$ cat config.mk
export PLATFORM = sky130hd
export DESIGN_NAME = bpc_regs
export DESIGN_NICKNAME = d
export VERILOG_FILES = /design/src/bpc_pkg.sv /design/src/bpc_wr_if.sv /design/src/bpc_regs.sv /design/src/bpc_spi_port.sv
export VERILOG_INCLUDE_DIRS = /design/src
export SDC_FILE = /design/constraint.sdc
export NUM_CORES = 1
export LEC_CHECK = 0
export BUFFER_PORTS_ARGS = -buffer_cell sky130_fd_sc_hd__buf_2
export CAP_MARGIN = 25
export CORE_ASPECT_RATIO = 1.4
export CORE_UTILIZATION = 45
export DETAILED_ROUTE_END_ITERATION = 8
export SYNTH_ARGS = -nofsm -noshare
export SYNTH_HDL_FRONTEND = slang
export SYNTH_SLANG_ARGS = --single-unit
$ cat constraint.sdc
create_clock -name clk -period 5.93 [get_ports clk]
set_input_delay 0.2965 -clock clk [delete_from_list [all_inputs] [get_ports clk]]
set_output_delay 0.2965 -clock clk [all_outputs]
set_load 0.03 [all_outputs]
$ cat src/bpc_defs.svh
// Register offsets, field positions, reset values and timing counts
// Assumes a 200 MHz core clock and 8-bit serial register writes
`ifndef BPC_DEFS_SVH
`define BPC_DEFS_SVH

// Write addresses
`define BPC_ADDR_POWER 8'h03
`define BPC_ADDR_OPT 8'h04
`define BPC_ADDR_MASK1 8'h05
`define BPC_ADDR_MASK2 8'h06
`define BPC_ADDR_TX_START 8'h08
`define BPC_ADDR_WDOG 8'h09
`define BPC_ADDR_TX_HALT 8'h0A
`define BPC_ADDR_TX_DRAIN 8'h0B
`define BPC_ADDR_SYNC 8'h0C

// Power word fields
`define BPC_PWR_CLK 0
`define BPC_PWR_SEC 1
`define BPC_PWR_FWD 2
`define BPC_PWR_TONE 3
`define BPC_PWR_TX 4

// Optional control fields
`define BPC_OPT_BUSY2 0
`define BPC_OPT_REP5 1
`define BPC_OPT_MUTE_OFF 2
`define BPC_OPT_IDLE_SAVE 3

// Reset values
`define BPC_PWR_RESET 5'h01
`define BPC_OPT_RESET 4'h0
`define BPC_MASK1_RESET 7'h00
`define BPC_MASK2_RESET 8'h00

// Timing
`define BPC_CLK_KHZ 200000
`define BPC_WDOG_TIMEOUT_MS 1500
`define BPC_EXPIRY_MS 100
`define BPC_PRECURSOR_CYC 32'h0000_0030
`define BPC_WORD_CYC 32'h0000_0028
`define BPC_REP_LONG 4'hB
`define BPC_REP_SHORT 4'h5
`define BPC_REP_FIFTH 4'h4
`define BPC_SPI_BITS 5'h10

`endif

$ cat src/bpc_pkg.sv
// Types shared by the register bank and its serial write port
// Assumes bpc_defs.svh is on the include path
package bpc_pkg;

	typedef enum logic [1:0] {
		TX_IDLE,
		TX_PRECURSOR,
		TX_SEND
	} bpc_tx_e;

	// Serial write port state
	typedef struct packed {
		logic [2:0] sclk_s;
		logic [1:0] cs_s;
		logic [1:0] mosi_s;
		logic [15:0] shift;
		logic [4:0] nbits;
		logic stb;
		logic [7:0] addr;
		logic [7:0] data;
	} bpc_spi_s;

	// Register bank state
	typedef struct packed {
		logic [4:0] pwr;
		logic [3:0] sect;
		logic [3:0] opt;
		logic [6:0] mask1;
		logic [7:0] mask2;
		logic [1:0] pol_s;
		logic irq;
		logic wd_run;
		logic [31:0] wd_cnt;
		logic [31:0] exp_cnt;
		logic wd_out;
		logic rf_gate;
		logic sync_pulse;
		bpc_tx_e tx_state;
		logic [31:0] tx_cnt;
		logic [3:0] rep_idx;
		logic drain_pend;
		logic buf_avail;
		logic tx_done;
	} bpc_core_s;

endpackage

$ cat src/bpc_wr_if.sv
// Write strobe carrier between the serial port and the register bank
// Assumes both ends share the core clock
`timescale 1ns/1ps

interface bpc_wr_if;
	logic stb;
	logic [7:0] addr;
	logic [7:0] data;

	modport port (output stb, output addr, output data);
	modport bank (input stb, input addr, input data);
endinterface

$ cat src/bpc_regs.sv
// Power, option, interrupt mask and command bank of the baseband processor
// Assumes event flags come from logic on clk; pins pass two flip-flops
//
// Contract
// - A power bit written 1 enables its section, written 0 disables it.
// - Reset leaves only the clock power bit set: shutdown mode.
// - Clock bit low turns off data processor and I/O ports; keypad stays.
// - Bits 2,3,4 enable control receive, tone path, transmit path; reset 0.
// - Option bit 0 picks one or two busy/idle bits examined.
// - Option bit 1 picks eleven or five voice word repeats.
// - Option bit 2 low enables voice message auto muting.
// - Option bit 3 high enables receiver idle power saving.
// - Mask word one bits 0..6 enable seven interrupt sources.
// - Mask word two bits 0..7 enable eight interrupt sources.
// - Commence write runs precursor, then buffer available, then sending.
// - Watchdog restart write starts one cycle expiring after 1.5 seconds.
// - Expiry drives output low 100 ms and holds radio gate off.
// - Halt write stops transmission at once, buffer kept.
// - Drain write ends transmission once the fifth repeat starts.
// - Sync restart write resets data recovery to fast lock at once.
// - An event interrupts only when its mask bit is set.
// - Polarity input selects interrupt high active or low active.
`timescale 1ns/1ps
`include "bpc_defs.svh"

module bpc_regs
	import bpc_pkg::*;
#(
	parameter logic [31:0] WDOG_CYCLES = `BPC_WDOG_TIMEOUT_MS * `BPC_CLK_KHZ,
	parameter logic [31:0] EXPIRY_CYCLES = `BPC_EXPIRY_MS * `BPC_CLK_KHZ
)
(
	input wire logic clk,
	input wire logic rst_b,
	input wire logic spi_sclk,
	input wire logic spi_cs_b,
	input wire logic spi_mosi,
	input wire logic interrupt_active_low,
	input wire logic [6:0] event_flags_one,
	input wire logic [7:0] event_flags_two,
	output logic clock_power_en,
	output logic security_bit,
	output logic data_proc_en,
	output logic fwd_ctl_rx_en,
	output logic tone_path_en,
	output logic tx_speech_en,
	output logic busy_idle_two_bits,
	output logic voice_repeats_five,
	output logic auto_mute_off,
	output logic receiver_idle_power_saving,
	output logic interrupt_out,
	output logic watchdog_expiry_out_b,
	output logic tx_radio_gate,
	output logic bit_sync_restart_pulse,
	output logic tx_busy,
	output logic tx_buf_avail_pulse,
	output logic tx_done_pulse,
	output logic [3:0] tx_repeat_index
);

	logic [1:0] rst_sync_q;
	logic rst_sync_b;
	bpc_core_s q;
	bpc_core_s d;
	bpc_wr_if wr();

	// True when any flag has its enable bit set
	function automatic logic masked_any(input logic [7:0] flags, input logic [7:0] mask);
		masked_any = |(flags & mask);
	endfunction

	// Address match on a write strobe
	function automatic logic hit(input logic [7:0] addr, input logic [7:0] want);
		hit = wr.stb && (addr == want);
	endfunction

	// Reset release through two flip-flops
	always_ff @(posedge clk or negedge rst_b) begin
		if (!rst_b) begin
			rst_sync_q <= 2'b00;
		end else begin
			rst_sync_q <= {rst_sync_q[0], 1'b1};
		end
	end
	assign rst_sync_b = rst_sync_q[1];

	// Serial write port
	bpc_spi_port u_spi (
		.clk(clk),
		.rst_sync_b(rst_sync_b),
		.spi_sclk(spi_sclk),
		.spi_cs_b(spi_cs_b),
		.spi_mosi(spi_mosi),
		.wr(wr)
	);

	// Next-state logic for the whole bank
	always_comb begin
		d = q;
		d.sync_pulse = 1'b0;
		d.buf_avail = 1'b0;
		d.tx_done = 1'b0;

		// Data registers: power word, options, masks
		if (hit(wr.addr, `BPC_ADDR_POWER)) begin
			d.pwr = wr.data[4:0];
		end
		if (hit(wr.addr, `BPC_ADDR_OPT)) begin
			d.opt = wr.data[3:0];
		end
		if (hit(wr.addr, `BPC_ADDR_MASK1)) begin
			d.mask1 = wr.data[6:0];
		end
		if (hit(wr.addr, `BPC_ADDR_MASK2)) begin
			d.mask2 = wr.data;
		end

		// Section enables; every section dies with the clock bit
		d.sect[0] = d.pwr[`BPC_PWR_CLK];
		d.sect[1] = d.pwr[`BPC_PWR_CLK] & d.pwr[`BPC_PWR_FWD];
		d.sect[2] = d.pwr[`BPC_PWR_CLK] & d.pwr[`BPC_PWR_TONE];
		d.sect[3] = d.pwr[`BPC_PWR_CLK] & d.pwr[`BPC_PWR_TX];

		// Interrupt level with selectable polarity
		d.pol_s = {q.pol_s[0], interrupt_active_low};
		d.irq = (masked_any({1'b0, event_flags_one}, {1'b0, q.mask1})
			| masked_any(event_flags_two, q.mask2)) ^ q.pol_s[1];

		// Bit sync restart: one-cycle strobe, data ignored
		if (hit(wr.addr, `BPC_ADDR_SYNC)) begin
			d.sync_pulse = 1'b1;
		end

		// Watchdog cycle counter
		if (q.wd_run) begin
			if (q.wd_cnt == WDOG_CYCLES - 32'h1) begin
				d.wd_run = 1'b0;
				d.wd_cnt = 32'h0;
				d.exp_cnt = EXPIRY_CYCLES;
				d.wd_out = 1'b0;
				d.rf_gate = 1'b0;
			end else begin
				d.wd_cnt = q.wd_cnt + 32'h1;
			end
		end

		// Expiry pulse length
		if (q.exp_cnt != 32'h0) begin
			d.exp_cnt = q.exp_cnt - 32'h1;
			if (q.exp_cnt == 32'h1) begin
				d.wd_out = 1'b1;
			end
		end

		// Restart in an expiry cycle rearms the count and reopens the gate; the expiry pulse still runs
		if (hit(wr.addr, `BPC_ADDR_WDOG)) begin
			d.wd_run = 1'b1;
			d.wd_cnt = 32'h0;
			d.rf_gate = 1'b1;
		end

		// Transmit sequencer
		case (q.tx_state)
			TX_IDLE: begin
				d.tx_cnt = 32'h0;
			end
			TX_PRECURSOR: begin
				if (q.tx_cnt == `BPC_PRECURSOR_CYC - 32'h1) begin
					d.tx_state = TX_SEND;
					d.buf_avail = 1'b1; // Buffer taken by encoder
					d.tx_cnt = 32'h0;
					d.rep_idx = 4'h0;
				end else begin
					d.tx_cnt = q.tx_cnt + 32'h1;
				end
			end
			TX_SEND: begin
				// A pending drain lets the fifth repeat begin, then ends the sequence
				if (q.drain_pend && q.rep_idx >= `BPC_REP_FIFTH) begin
					d.tx_state = TX_IDLE;
					d.tx_done = 1'b1;
				end else if (q.tx_cnt == `BPC_WORD_CYC - 32'h1) begin
					d.tx_cnt = 32'h0;
					d.rep_idx = q.rep_idx + 4'h1;
					if (q.rep_idx + 4'h1 == (q.opt[`BPC_OPT_REP5] ? `BPC_REP_SHORT
						: `BPC_REP_LONG)) begin
						d.tx_state = TX_IDLE;
						d.tx_done = 1'b1;
					end
				end else begin
					d.tx_cnt = q.tx_cnt + 32'h1;
				end
			end
			default: begin
				d.tx_state = TX_IDLE;
			end
		endcase

		// Drain: stop now if the fifth repeat has begun, else at its start
		if (hit(wr.addr, `BPC_ADDR_TX_DRAIN) && q.tx_state != TX_IDLE) begin
			if (q.tx_state == TX_SEND && q.rep_idx >= `BPC_REP_FIFTH) begin
				d.tx_state = TX_IDLE;
				d.tx_done = 1'b1;
			end else begin
				d.drain_pend = 1'b1;
			end
		end

		// Commence: start a fresh precursor
		if (hit(wr.addr, `BPC_ADDR_TX_START)) begin
			d.tx_state = TX_PRECURSOR;
			d.tx_cnt = 32'h0;
			d.rep_idx = 4'h0;
			d.drain_pend = 1'b0;
			d.buf_avail = 1'b0;
			d.tx_done = 1'b0;
		end

		// Halt: immediate stop, buffer untouched
		if (hit(wr.addr, `BPC_ADDR_TX_HALT)) begin
			d.tx_state = TX_IDLE;
			d.tx_cnt = 32'h0;
			d.drain_pend = 1'b0;
			d.buf_avail = 1'b0;
			d.tx_done = 1'b0;
		end

		if (d.tx_state == TX_IDLE) begin
			d.drain_pend = 1'b0;
		end
	end

	// State register; reset gives shutdown mode
	always_ff @(posedge clk or negedge rst_sync_b) begin
		if (!rst_sync_b) begin
			q <= '{
				pwr: `BPC_PWR_RESET,
				sect: 4'h1,
				opt: `BPC_OPT_RESET,
				mask1: `BPC_MASK1_RESET,
				mask2: `BPC_MASK2_RESET,
				pol_s: 2'b00,
				irq: 1'b0,
				wd_run: 1'b0,
				wd_cnt: 32'h0,
				exp_cnt: 32'h0,
				wd_out: 1'b1,
				rf_gate: 1'b1,
				sync_pulse: 1'b0,
				tx_state: TX_IDLE,
				tx_cnt: 32'h0,
				rep_idx: 4'h0,
				drain_pend: 1'b0,
				buf_avail: 1'b0,
				tx_done: 1'b0
			};
		end else begin
			q <= d;
		end
	end

	// Outputs straight from the state register
	assign clock_power_en = q.pwr[`BPC_PWR_CLK];
	assign security_bit = q.pwr[`BPC_PWR_SEC];
	assign data_proc_en = q.sect[0];
	assign fwd_ctl_rx_en = q.sect[1];
	assign tone_path_en = q.sect[2];
	assign tx_speech_en = q.sect[3];
	assign busy_idle_two_bits = q.opt[`BPC_OPT_BUSY2];
	assign voice_repeats_five = q.opt[`BPC_OPT_REP5];
	assign auto_mute_off = q.opt[`BPC_OPT_MUTE_OFF];
	assign receiver_idle_power_saving = q.opt[`BPC_OPT_IDLE_SAVE];
	assign interrupt_out = q.irq;
	assign watchdog_expiry_out_b = q.wd_out;
	assign tx_radio_gate = q.rf_gate;
	assign bit_sync_restart_pulse = q.sync_pulse;
	assign tx_busy = (q.tx_state != TX_IDLE);
	assign tx_buf_avail_pulse = q.buf_avail;
	assign tx_done_pulse = q.tx_done;
	assign tx_repeat_index = q.rep_idx;

endmodule

$ cat src/bpc_spi_port.sv
// Serial write port: 8-bit address then 8-bit data, MSB first, while cs low
// Assumes sclk is far slower than clk; pins are synchronised here
`timescale 1ns/1ps
`include "bpc_defs.svh"

module bpc_spi_port
	import bpc_pkg::*;
(
	input wire logic clk,
	input wire logic rst_sync_b,
	input wire logic spi_sclk,
	input wire logic spi_cs_b,
	input wire logic spi_mosi,
	bpc_wr_if.port wr
);

	bpc_spi_s q;
	bpc_spi_s d;

	// Synchronise pins, shift on sclk rising edge, commit on the sixteenth bit
	always_comb begin
		d = q;
		d.stb = 1'b0;
		d.sclk_s = {q.sclk_s[1:0], spi_sclk};
		d.cs_s = {q.cs_s[0], spi_cs_b};
		d.mosi_s = {q.mosi_s[0], spi_mosi};
		if (q.cs_s[1]) begin
			d.nbits = 5'h00; // Deselect drops a partial frame
		end else if (q.sclk_s[1] && !q.sclk_s[2]) begin
			d.shift = {q.shift[14:0], q.mosi_s[1]};
			if (q.nbits == `BPC_SPI_BITS - 5'h01) begin
				d.stb = 1'b1;
				d.addr = q.shift[14:7];
				d.data = {q.shift[6:0], q.mosi_s[1]};
				d.nbits = 5'h00;
			end else begin
				d.nbits = q.nbits + 5'h01;
			end
		end
	end

	// State register
	always_ff @(posedge clk or negedge rst_sync_b) begin
		if (!rst_sync_b) begin
			q <= '{sclk_s: 3'h0, cs_s: 2'h3, mosi_s: 2'h0, shift: 16'h0000,
				nbits: 5'h00, stb: 1'b0, addr: 8'h00, data: 8'h00};
		end else begin
			q <= d;
		end
	end

	assign wr.stb = q.stb;
	assign wr.addr = q.addr;
	assign wr.data = q.data;

endmodule

# Word-level counts from Yosys, hierarchy flattened
# Cells that the tools add are included.
totals:
  mem_bits_ro: 0
  latch_bits: 0
  input_bits: 21
  reg_bits: 186
  n_memories: 0
  ramBits: 0
  out_inout_bits: 21
op_classes:
  magnitude_cmp: 1
  n_mul: 0
  n_eq_ne: 22
  shift: 0
  add_sub_neg: 5
  muxes: 44
  n_div: 0
  reduce_logical: 35
  n_bitwise: 8
op_table:
  columns: ["cell", "n"]
  rows:
  - ["$mux W32", 3]
  - ["$pmux W32 S3", 1]
  - ["$mux W34", 2]
  - ["$mux W67", 1]
  - ["$mux W33", 2]
  - ["$add A32 B1 Y32 const B", 2]
  - ["$eq A32 B6 Y1 const B", 2]
  - ["$mux W41", 1]
  - ["$eq A8 B4 Y1 const B", 5]
  - ["$mux W36", 1]
  - ["$mux W17", 2]
  - ["$eq A32 B1 Y1 const B", 1]
  - ["$eq A32 B29 Y1 const B", 1]
  - ["$reduce_bool A32 Y1", 1]
  - ["$sub A32 B1 Y32 const B", 1]
  - ["$eq A8 B3 Y1 const B", 3]
  - ["$mux W22", 1]
  - ["$reduce_or A8 Y1", 2]
  - ["$mux W1", 15]
  - ["$mux W5", 3]
  - ["$logic_and A1 B1 Y1", 13]
  - ["$mux W2", 6]
  - ["$mux W4", 3]
  - ["$reduce_bool A2 Y1", 6]
  - ["other kinds (29)", 37]

# Depth between registers and ports, before layout
# Gate-level depths: netlist of run 1.
logic_depth:
  ltp_word: 13
  ltp_mapped: 10
  mapped_depth_nobuf: 8

# Modules after synthesis
# Synthesis of run 1 repeated with hierarchy kept, for this count alone.
unflattened:
  hier_cells: 913
  hier_area_um2: 9315.2
by_module_without_submodules:
  columns: ["mod", "area_per_inst_um2", "n_inst", "cells_per_inst"]
  rows:
  - ["bpc_regs", 7495.9, 1, 796]
  - ["bpc_spi_port", 1819.2, 1, 117]

# Worst setup path before layout of run 1
# OpenSTA, ideal clock, no wires.
synth_timing:
  path_type: "reg-to-reg"
  start: "register q[90] in the netlist's numbering"
  end: "register q[77] in the netlist's numbering"
  slack_ns: 3.486
  n_path_buf: 3
  path_stages_with_launch: 9
  setup_ns: 0.121
  arrival_time_ns: 2.323
  cell_sequence: "dfrtp_1 -> or4b_1 -> or3_1 -> o31ai_1 -> buf_2 -> nor2_1 -> buf_2 -> buf_2 -> a22o_1"
synth_between:
  elab_chain_cells: 4
synth_lines:
  columns: ["element", "line", "rtl"]
  rows:
  - ["from (decl)", "bpc_regs.sv:63", "bpc_core_s q;"]
  - ["from (signal assigned)", "bpc_regs.sv:236", "q <= '{"]
  - ["$eq A32 B29 Y1", "bpc_regs.sv:136", "if (q.wd_cnt == WDOG_CYCLES - 32'h1) begin"]
  - ["$mux W32", "bpc_regs.sv:136", null]
  - ["$mux W67", "bpc_regs.sv:135", "if (q.wd_run) begin"]
  - ["$mux W33", "bpc_regs.sv:156", "if (hit(wr.addr, `BPC_ADDR_WDOG)) begin"]
# No other way between the ends. The select of a mux whose other input is x is not followed.
# A chain may end at the register's enable or synchronous reset.

# Final worst setup path of run 1
layout_timing:
  start: "register u_spi.q, in the netlist u_spi.wr.addr[0]"
  end: "register q[31] in the netlist's numbering"
layout_between:
  elab_chain_cells: 4
  elab_cells_between_ends: 9
  cone_classes: "eq/ne: 3; mux: 2; reduce/logical: 4"
layout_lines:
  columns: ["element", "line", "rtl"]
  rows:
  - ["from (decl)", "bpc_spi_port.sv:17", "bpc_spi_s q;"]
  - ["from (signal assigned)", "bpc_spi_port.sv:45", "q <= '{sclk_s: 3'h0, cs_s: 2'h3, mosi_s: 2'h0, shift: 16'h0000,"]
  - ["$eq A8 B4 Y1", "bpc_regs.sv:74", "hit = wr.stb && (addr == want);"]
  - ["$logic_and A1 B1 Y1", "bpc_regs.sv:74", null]
  - ["$ne A4 B2 Y1 (no line) (tied with other cells)", null, null]
  - ["$reduce_and A2 Y1 (no line) or $mux W34 (tied branches)", null, null]
# Parallel ways exist; a longest one is shown, timed or not.

==> results of run 1 <==
final cells by class:
class | count | area share [%]
Multi-Input combinational cell | 652 | 42.0
Inverter | 15 | 0.548
Clock inverter | 15 | 1.75
Sequential cell | 185 | 45.2
Clock buffer | 17 | 4.14
Timing Repair Buffer | 56 | 3.34
Tap cell | 252 | 3.07
state kept, by name (all words and copies together), names as in the netlist, 2 cells and up:
signal	cells
tx_repeat_index	4
rst_sync_q	2
u_spi.q	23
u_spi.wr.data	8
u_spi.wr.addr	8
q	119
u_spi.d	4
report_power, final:
group	internal [mW]	total [mW]	leakage [nW]	switching [mW]
clock network	0.570	1.14	0.289	0.566
registers	1.29	1.32	2.53	0.0236
logic	0.0305	0.0665	1.75	0.0360
total	1.89	2.52	4.57	0.626
cells by family after synthesis:
kind of cell	after synthesis
simple gates	359
flops	185
compound gates	188
other cells	1
xor+xnor	26
mux	67
fa+ha+maj	11
buf+inv	61
worst paths after layout:
check,start,to,slack (ps),cells past startpoint
max,u_spi.wr.addr[0],q[31],2910,7
min,rst_b,rst_sync_q[0],160,2
max reg2reg,u_spi.wr.addr[0],q[31],2910,7
min reg2reg,u_spi.d[43],u_spi.d[44],350,0
max in group asynchronous,rst_sync_q[1],q[33],4570,1
min in group clk,event_flags_two[6],interrupt_out,300,5
critical path, cell delays in order (launching register included):
cell and delay (ps):
dfrtp_1 470, nor4b_1 710, a211oi_1 230, a2111oi_4 220, buf_4 300, or3_1 620
o21bai_1 150, a21o_1 200
layer usage:
| metal | wire, microns | vias up | global-route usage [%] |
|---|---|---|---|
| met5 | 0 | - | 0 |
| met1 | 9520 | 3434 | 28.1 |
| met3 | 482 | 19 | 3.47 |
| met4 | 243 | 0 | 6.10 |
| li1 | - | 3386 | - |
| met2 | 9840 | 104 | 33.8 |
synthesized netlist by cell type (3+ instances only):
master / count / area [sq um]
a211oi_1: 8 / 60.1
a21o_1: 7 / 52.6
a21oi_1: 33 / 165
a22o_1: 4 / 35.0
a22oi_1: 6 / 45.0
a311oi_1: 4 / 35.0
a31oi_1: 20 / 125
a41oi_1: 4 / 35.0
and2_1: 7 / 43.8
and3_1: 11 / 68.8
and4_1: 7 / 61.3
buf_2: 12 / 60.1
buf_4: 5 / 37.5
clkbuf_1: 28 / 105
dfrtp_1: 180 / 4500
dfstp_2: 5 / 131
ha_1: 11 / 138
inv_1: 15 / 56.3
mux2_2: 55 / 619
mux2i_1: 12 / 120
nand2_1: 91 / 342
nand2b_1: 10 / 62.6
nand3_1: 37 / 185
nand3b_1: 4 / 30.0
nand4_1: 20 / 125
nor2_1: 39 / 146
nor2b_1: 6 / 37.5
nor3_1: 34 / 170
nor3b_1: 10 / 75.1
nor4_1: 23 / 144
nor4_2: 4 / 50.1
nor4b_1: 6 / 52.6
o211ai_1: 5 / 37.5
o21ai_0: 62 / 310
o31ai_1: 19 / 143
o41ai_1: 3 / 26.3
or2_2: 10 / 62.6
or3_1: 16 / 100
or4_1: 10 / 75.1
xnor2_1: 10 / 87.6
xor2_1: 16 / 140
per-stage QoR:
step                      hold slack [ps]  cells
after CTS                             148   1191
after detailed placement             83.2   1154
after global placement               81.6   1154
final                                 165   1192
after global routing                  174   1192
after floorplan                     0.909    898
==> impl_metrics.py, run 1 <==
metrics = {
    "logic_synthesis": {
        "synth-xor-area-share_pct": 2.48,
        "synth_warnings": 0,
        "synth-adder-area-share_pct": 1.50,
        "synth_ff_type": "dfrtp_1",
        "synth_top_family_by_area": "simple AND/OR/NAND/NOR gates",
        "synth_area_per_cell_sq_um": 10.2,
        "ys_seq_area_share_pct": 50.5,
        "synthArstFlopShare_pct": 100,
        "synthesis.nets": 930,
        "ys_ff_latch": 185,
        "synth-simple-area-share_pct": 21.6,
        "synth-edff-count": 0,
        "synth-compound-area-share_pct": 13.0,
        "syn_inst": 898,
        "synth_mux_area_share_pct": 8.05,
        "syn-cell-area_sq_mm": 0.00918,
        "ys_types": 64,
    },
    "cts": {
        "clock-sinks": 185,
        "cts_made_buffers": 17,
        "cts-htree-levels": 4,
        "post_cts_resized": 0,
        "cts_tree": "yes",
        "cts.path.max_buffers": 2,
        "cts_setup_buffers": 0,
        "insertion_delay_ps": 440,
        "hold_buffers": 5,
        "clk_pin_slew_worst_paths_ps": 70,
        "clockRootBuffer": "clkbuf_16",
    },
    "global_route": {
        "first_global_vias": 6794,
        "grt_usage_pct": 20.7,
        "antenna_found_initial": 0,
        "grt_first_pass_wirelength_mm": 34.3,
        "grt_max_degree": 184,
        "overflow": 0,
    },
    "layout": {
        "drive_above_1_share_pct": 18.2,
        "layout_commonest_cell": "dfrtp_1",
        "nNetsFinal": 959,
        "antenna_cells": 0,
        "regArea_sq_mm": 0.00464,
        "utilization_pct": 51.5,
        "synthToLayoutAreaGrowth_pct": 11.8,
        "multi_input_area_sq_mm": 0.00431,
        "layout_common_cells": "dfrtp_1 (179), nand2_1 (91), o21ai_0 (62)",
        "fill_cells": 1820,
        "final_area_sq_mm": 0.0103,
    },
    "run": {
        "cap_violations": 0,
    },
    "detailed_routing": {
        "drt_wl_total_mm": 20.1,
        "drtAntennaViolNets": 0,
        "avgViaCountPerCell": 5.82,
        "drc": 0,
        "dr.pass1.iters": 5,
        "drt_iter0_markers": 462,
        "num_vias": 6943,
        "wl_per_cell_microns": 16.8,
    },
    "sta": {
        "period_needed_ps": 3020,
        "tightest_slew_ps": 1100,
        "fin_skew_ps": 17.2,
        "fmax_mhz": 331,
        "rsz0062_at_grt": "false",
        "fin_crit_sh_pct": 51.0,
        "slew_headroom_pct": 26.5,
        "drv_slew": 0,
        "fin_setup_tns_ps": 0,
        "final-setup-viol-count": 0,
        "layout_setup_ws_ps": 2910,
        "hold_viol": 0,
    },
    "critical_path": {
        "required_ps": 6250,
        "cp-start-kind": "flop",
        "critPathKind": "flop to flop",
        "arrival_ps": 3350,
        "cp-end-kind": "flop",
        "crit_fanout": 22,
    },
    "pwr": {
        "p_leak_nw": 4.57,
        "p_total_mw": 2.52,
        "power_density_mw_per_mm2": 245,
        "ir_drop_v": 0.000194,
    },
    "floorplan": {
        "start_util_pct": 46.1,
        "die_y_microns": 171,
        "ioPinCount": 42,
        "dieArea_sq_mm": 0.0210,
        "die_w_microns": 123,
        "core_region_area_sq_mm": 0.0199,
        "rows": 61,
    },
    "status": {
        "status": "complete, no violations",
    },
    "hold_path": {
        "min-delay-path-class": "input port to asynchronous set/reset pin",
    },
    "place": {
        "place_congestion": 0.819,
        "dp_slack_ps": 2890,
        "hpwl_mm": 13.5,
        "placed_area_sq_mm": 0.00961,
        "numPortBuffers": 41,
    },
}
Note: power is estimated with default switching activity, not from simulation.
==> inputs of run 2 (changes only) <==
==> constraint.sdc (replaced) <==
create_clock -name clk -period 2.8 [get_ports clk]
set_input_delay 0.14 -clock clk [delete_from_list [all_inputs] [get_ports clk]]
set_output_delay 0.14 -clock clk [all_outputs]
set_load 0.03 [all_outputs]
==> impl_metrics.py, run 2 (same netlist as run 1, synthesis figures left out) <==
metrics = {
    "status": {
        "status": "complete, no violations",
    },
    "sta": {
        "fin_crit_sh_pct": 94.1,
        "hold_viol": 0,
        "period_needed_ps": 2640,
        "fmax_mhz": 379,
        "layout_setup_ws_ps": 165,
        "rsz0062_at_grt": "false",
        "final-setup-viol-count": 0,
        "tightest_slew_ps": 635,
        "slew_headroom_pct": 57.1,
        "fin_skew_ps": 12.6,
        "fin_setup_tns_ps": 0,
        "fin_hold_ws_ps": 254,
        "drv_slew": 0,
    },
    "layout": {
        "drive_above_1_share_pct": 21.1,
        "nNetsFinal": 995,
        "synthToLayoutAreaGrowth_pct": 15.1,
        "antenna_cells": 0,
        "stdcell_count": 1228,
        "final_area_sq_mm": 0.0106,
        "largest_register_ffs": 119,
        "layout_commonest_cell": "dfrtp_1",
        "largestRegisters": "q x119, u_spi.q x23",
        "layout_common_cells": "dfrtp_1 (179), nand2_1 (91), o21ai_0 (62)",
        "regMostFlops": "q",
        "utilization_pct": 53.1,
    },
    "cts": {
        "hold_buffers": 6,
        "cts-htree-levels": 4,
        "clock-sinks": 185,
        "cts.path.max_buffers": 2,
        "cts_tree": "yes",
        "cts_setup_buffers": 0,
        "insertion_delay_ps": 430,
        "clockRootBuffer": "clkbuf_16",
        "cts_made_buffers": 17,
        "clk_pin_slew_worst_paths_ps": 70,
        "post_cts_resized": 0,
    },
    "critical_path": {
        "path_depth": 10,
        "arrival_ps": 2990,
        "r2r_cells": 10,
        "crit_fanout": 21,
        "r2r_start": "q[39]",
        "required_ps": 3150,
        "cp_top_family": "simple AND/OR/NAND/NOR gates",
        "cp.buffers_inverters": 3,
        "reg2reg_slack_ps": 160,
        "critPathSlowestCell": "dfrtp_1",
        "critPathMaxStageDelay_ps": 410,
        "cp-start-kind": "flop",
        "cp-end-kind": "flop",
        "worstReg2RegEnd": "q[10]",
        "critPathKind": "flop to flop",
        "crit_chain": "inv_1 > ha_1 > nand2_1 > a211oi_1 > a2111oi_4 > buf_4 > or3_1 > buf_4 > or3_1 > o21ai_0",
    },
    "place": {
        "numPortBuffers": 41,
        "place_congestion": 0.801,
        "hpwl_mm": 14.3,
        "placed_area_sq_mm": 0.00992,
        "dp_slack_ps": 178,
        "dp.cells": 1190,
    },
    "global_route": {
        "grt_max_degree": 67,
        "use_met2_pct": 36.1,
        "overflow": 0,
        "grt_usage_pct": 21.2,
        "antenna_found_initial": 0,
        "met3_usage_pct": 2.90,
        "grt_first_pass_wirelength_mm": 35.3,
        "use_met1_pct": 27.5,
        "first_global_vias": 7059,
        "grt_most_used_layer": "met2",
    },
    "pwr": {
        "power_density_mw_per_mm2": 508,
        "ir_drop_v": 0.000347,
        "p_total_mw": 5.37,
        "p_leak_nw": 4.77,
    },
    "floorplan": {
        "ioPinCount": 42,
        "core_region_area_sq_mm": 0.0199,
        "die_w_microns": 123,
        "die_y_microns": 171,
        "rows": 61,
        "dieArea_sq_mm": 0.0210,
        "start_util_pct": 46.1,
    },
    "detailed_routing": {
        "drc": 0,
        "drt_wl_total_mm": 20.4,
        "drtAntennaViolNets": 0,
        "dr.pass1.iters": 5,
        "avgViaCountPerCell": 5.76,
        "wl_per_cell_microns": 16.6,
        "num_vias": 7075,
        "drt_iter0_markers": 469,
    },
    "hold_path": {
        "min_to": "interrupt_out",
        "hold_depth": 5,
        "min-delay-path-class": "input port to flop",
        "min_from": "event_flags_two[2]",
    },
    "run": {
        "cap_violations": 0,
    },
}
-- run 2: power by group --
group	switching [mW]	internal, mW	leakage [nW]
registers	0.0549	2.74	2.53
clock network	1.16	1.29	0.296
logic	0.0678	0.0692	1.95
total	1.28	4.09	4.77
-- run 2: area by class of cell --
cell class	count	area [sq um]
fill	1801	9350
clock buffer	17	425
timing repair buffer	92	657
clock inverter	15	173
tap	252	315
inverter	15	56.3
multi-input combinational	652	4310
sequential	185	4640
-- run 2: how the worst max path moves through the flow --
stage               startpoint    end  slack (ps)
floorplan                q[90]  q[77]         360
global placement         q[39]  q[36]          90
detailed placement       q[39]  q[20]         180
CTS                      q[39]  q[10]         160
global route             q[39]  q[10]           2
finish                   q[39]  q[10]         160
-- run 2: tightest hold or removal path: cells and delay by family --
kind	cells	cell delay (ps)
AO/OA/AOI/OAI	1	50
buffers and inverters	1	80
XOR/XNOR	1	160
AND/OR/NAND/NOR	2	190
-- run 2: routing by layer --
layer	vias to the layer above	share of wire (%)
met5	-	0
met4	0	1.7
met3	31	2.5
met2	119	50
met1	3464	46
li1	3461	-
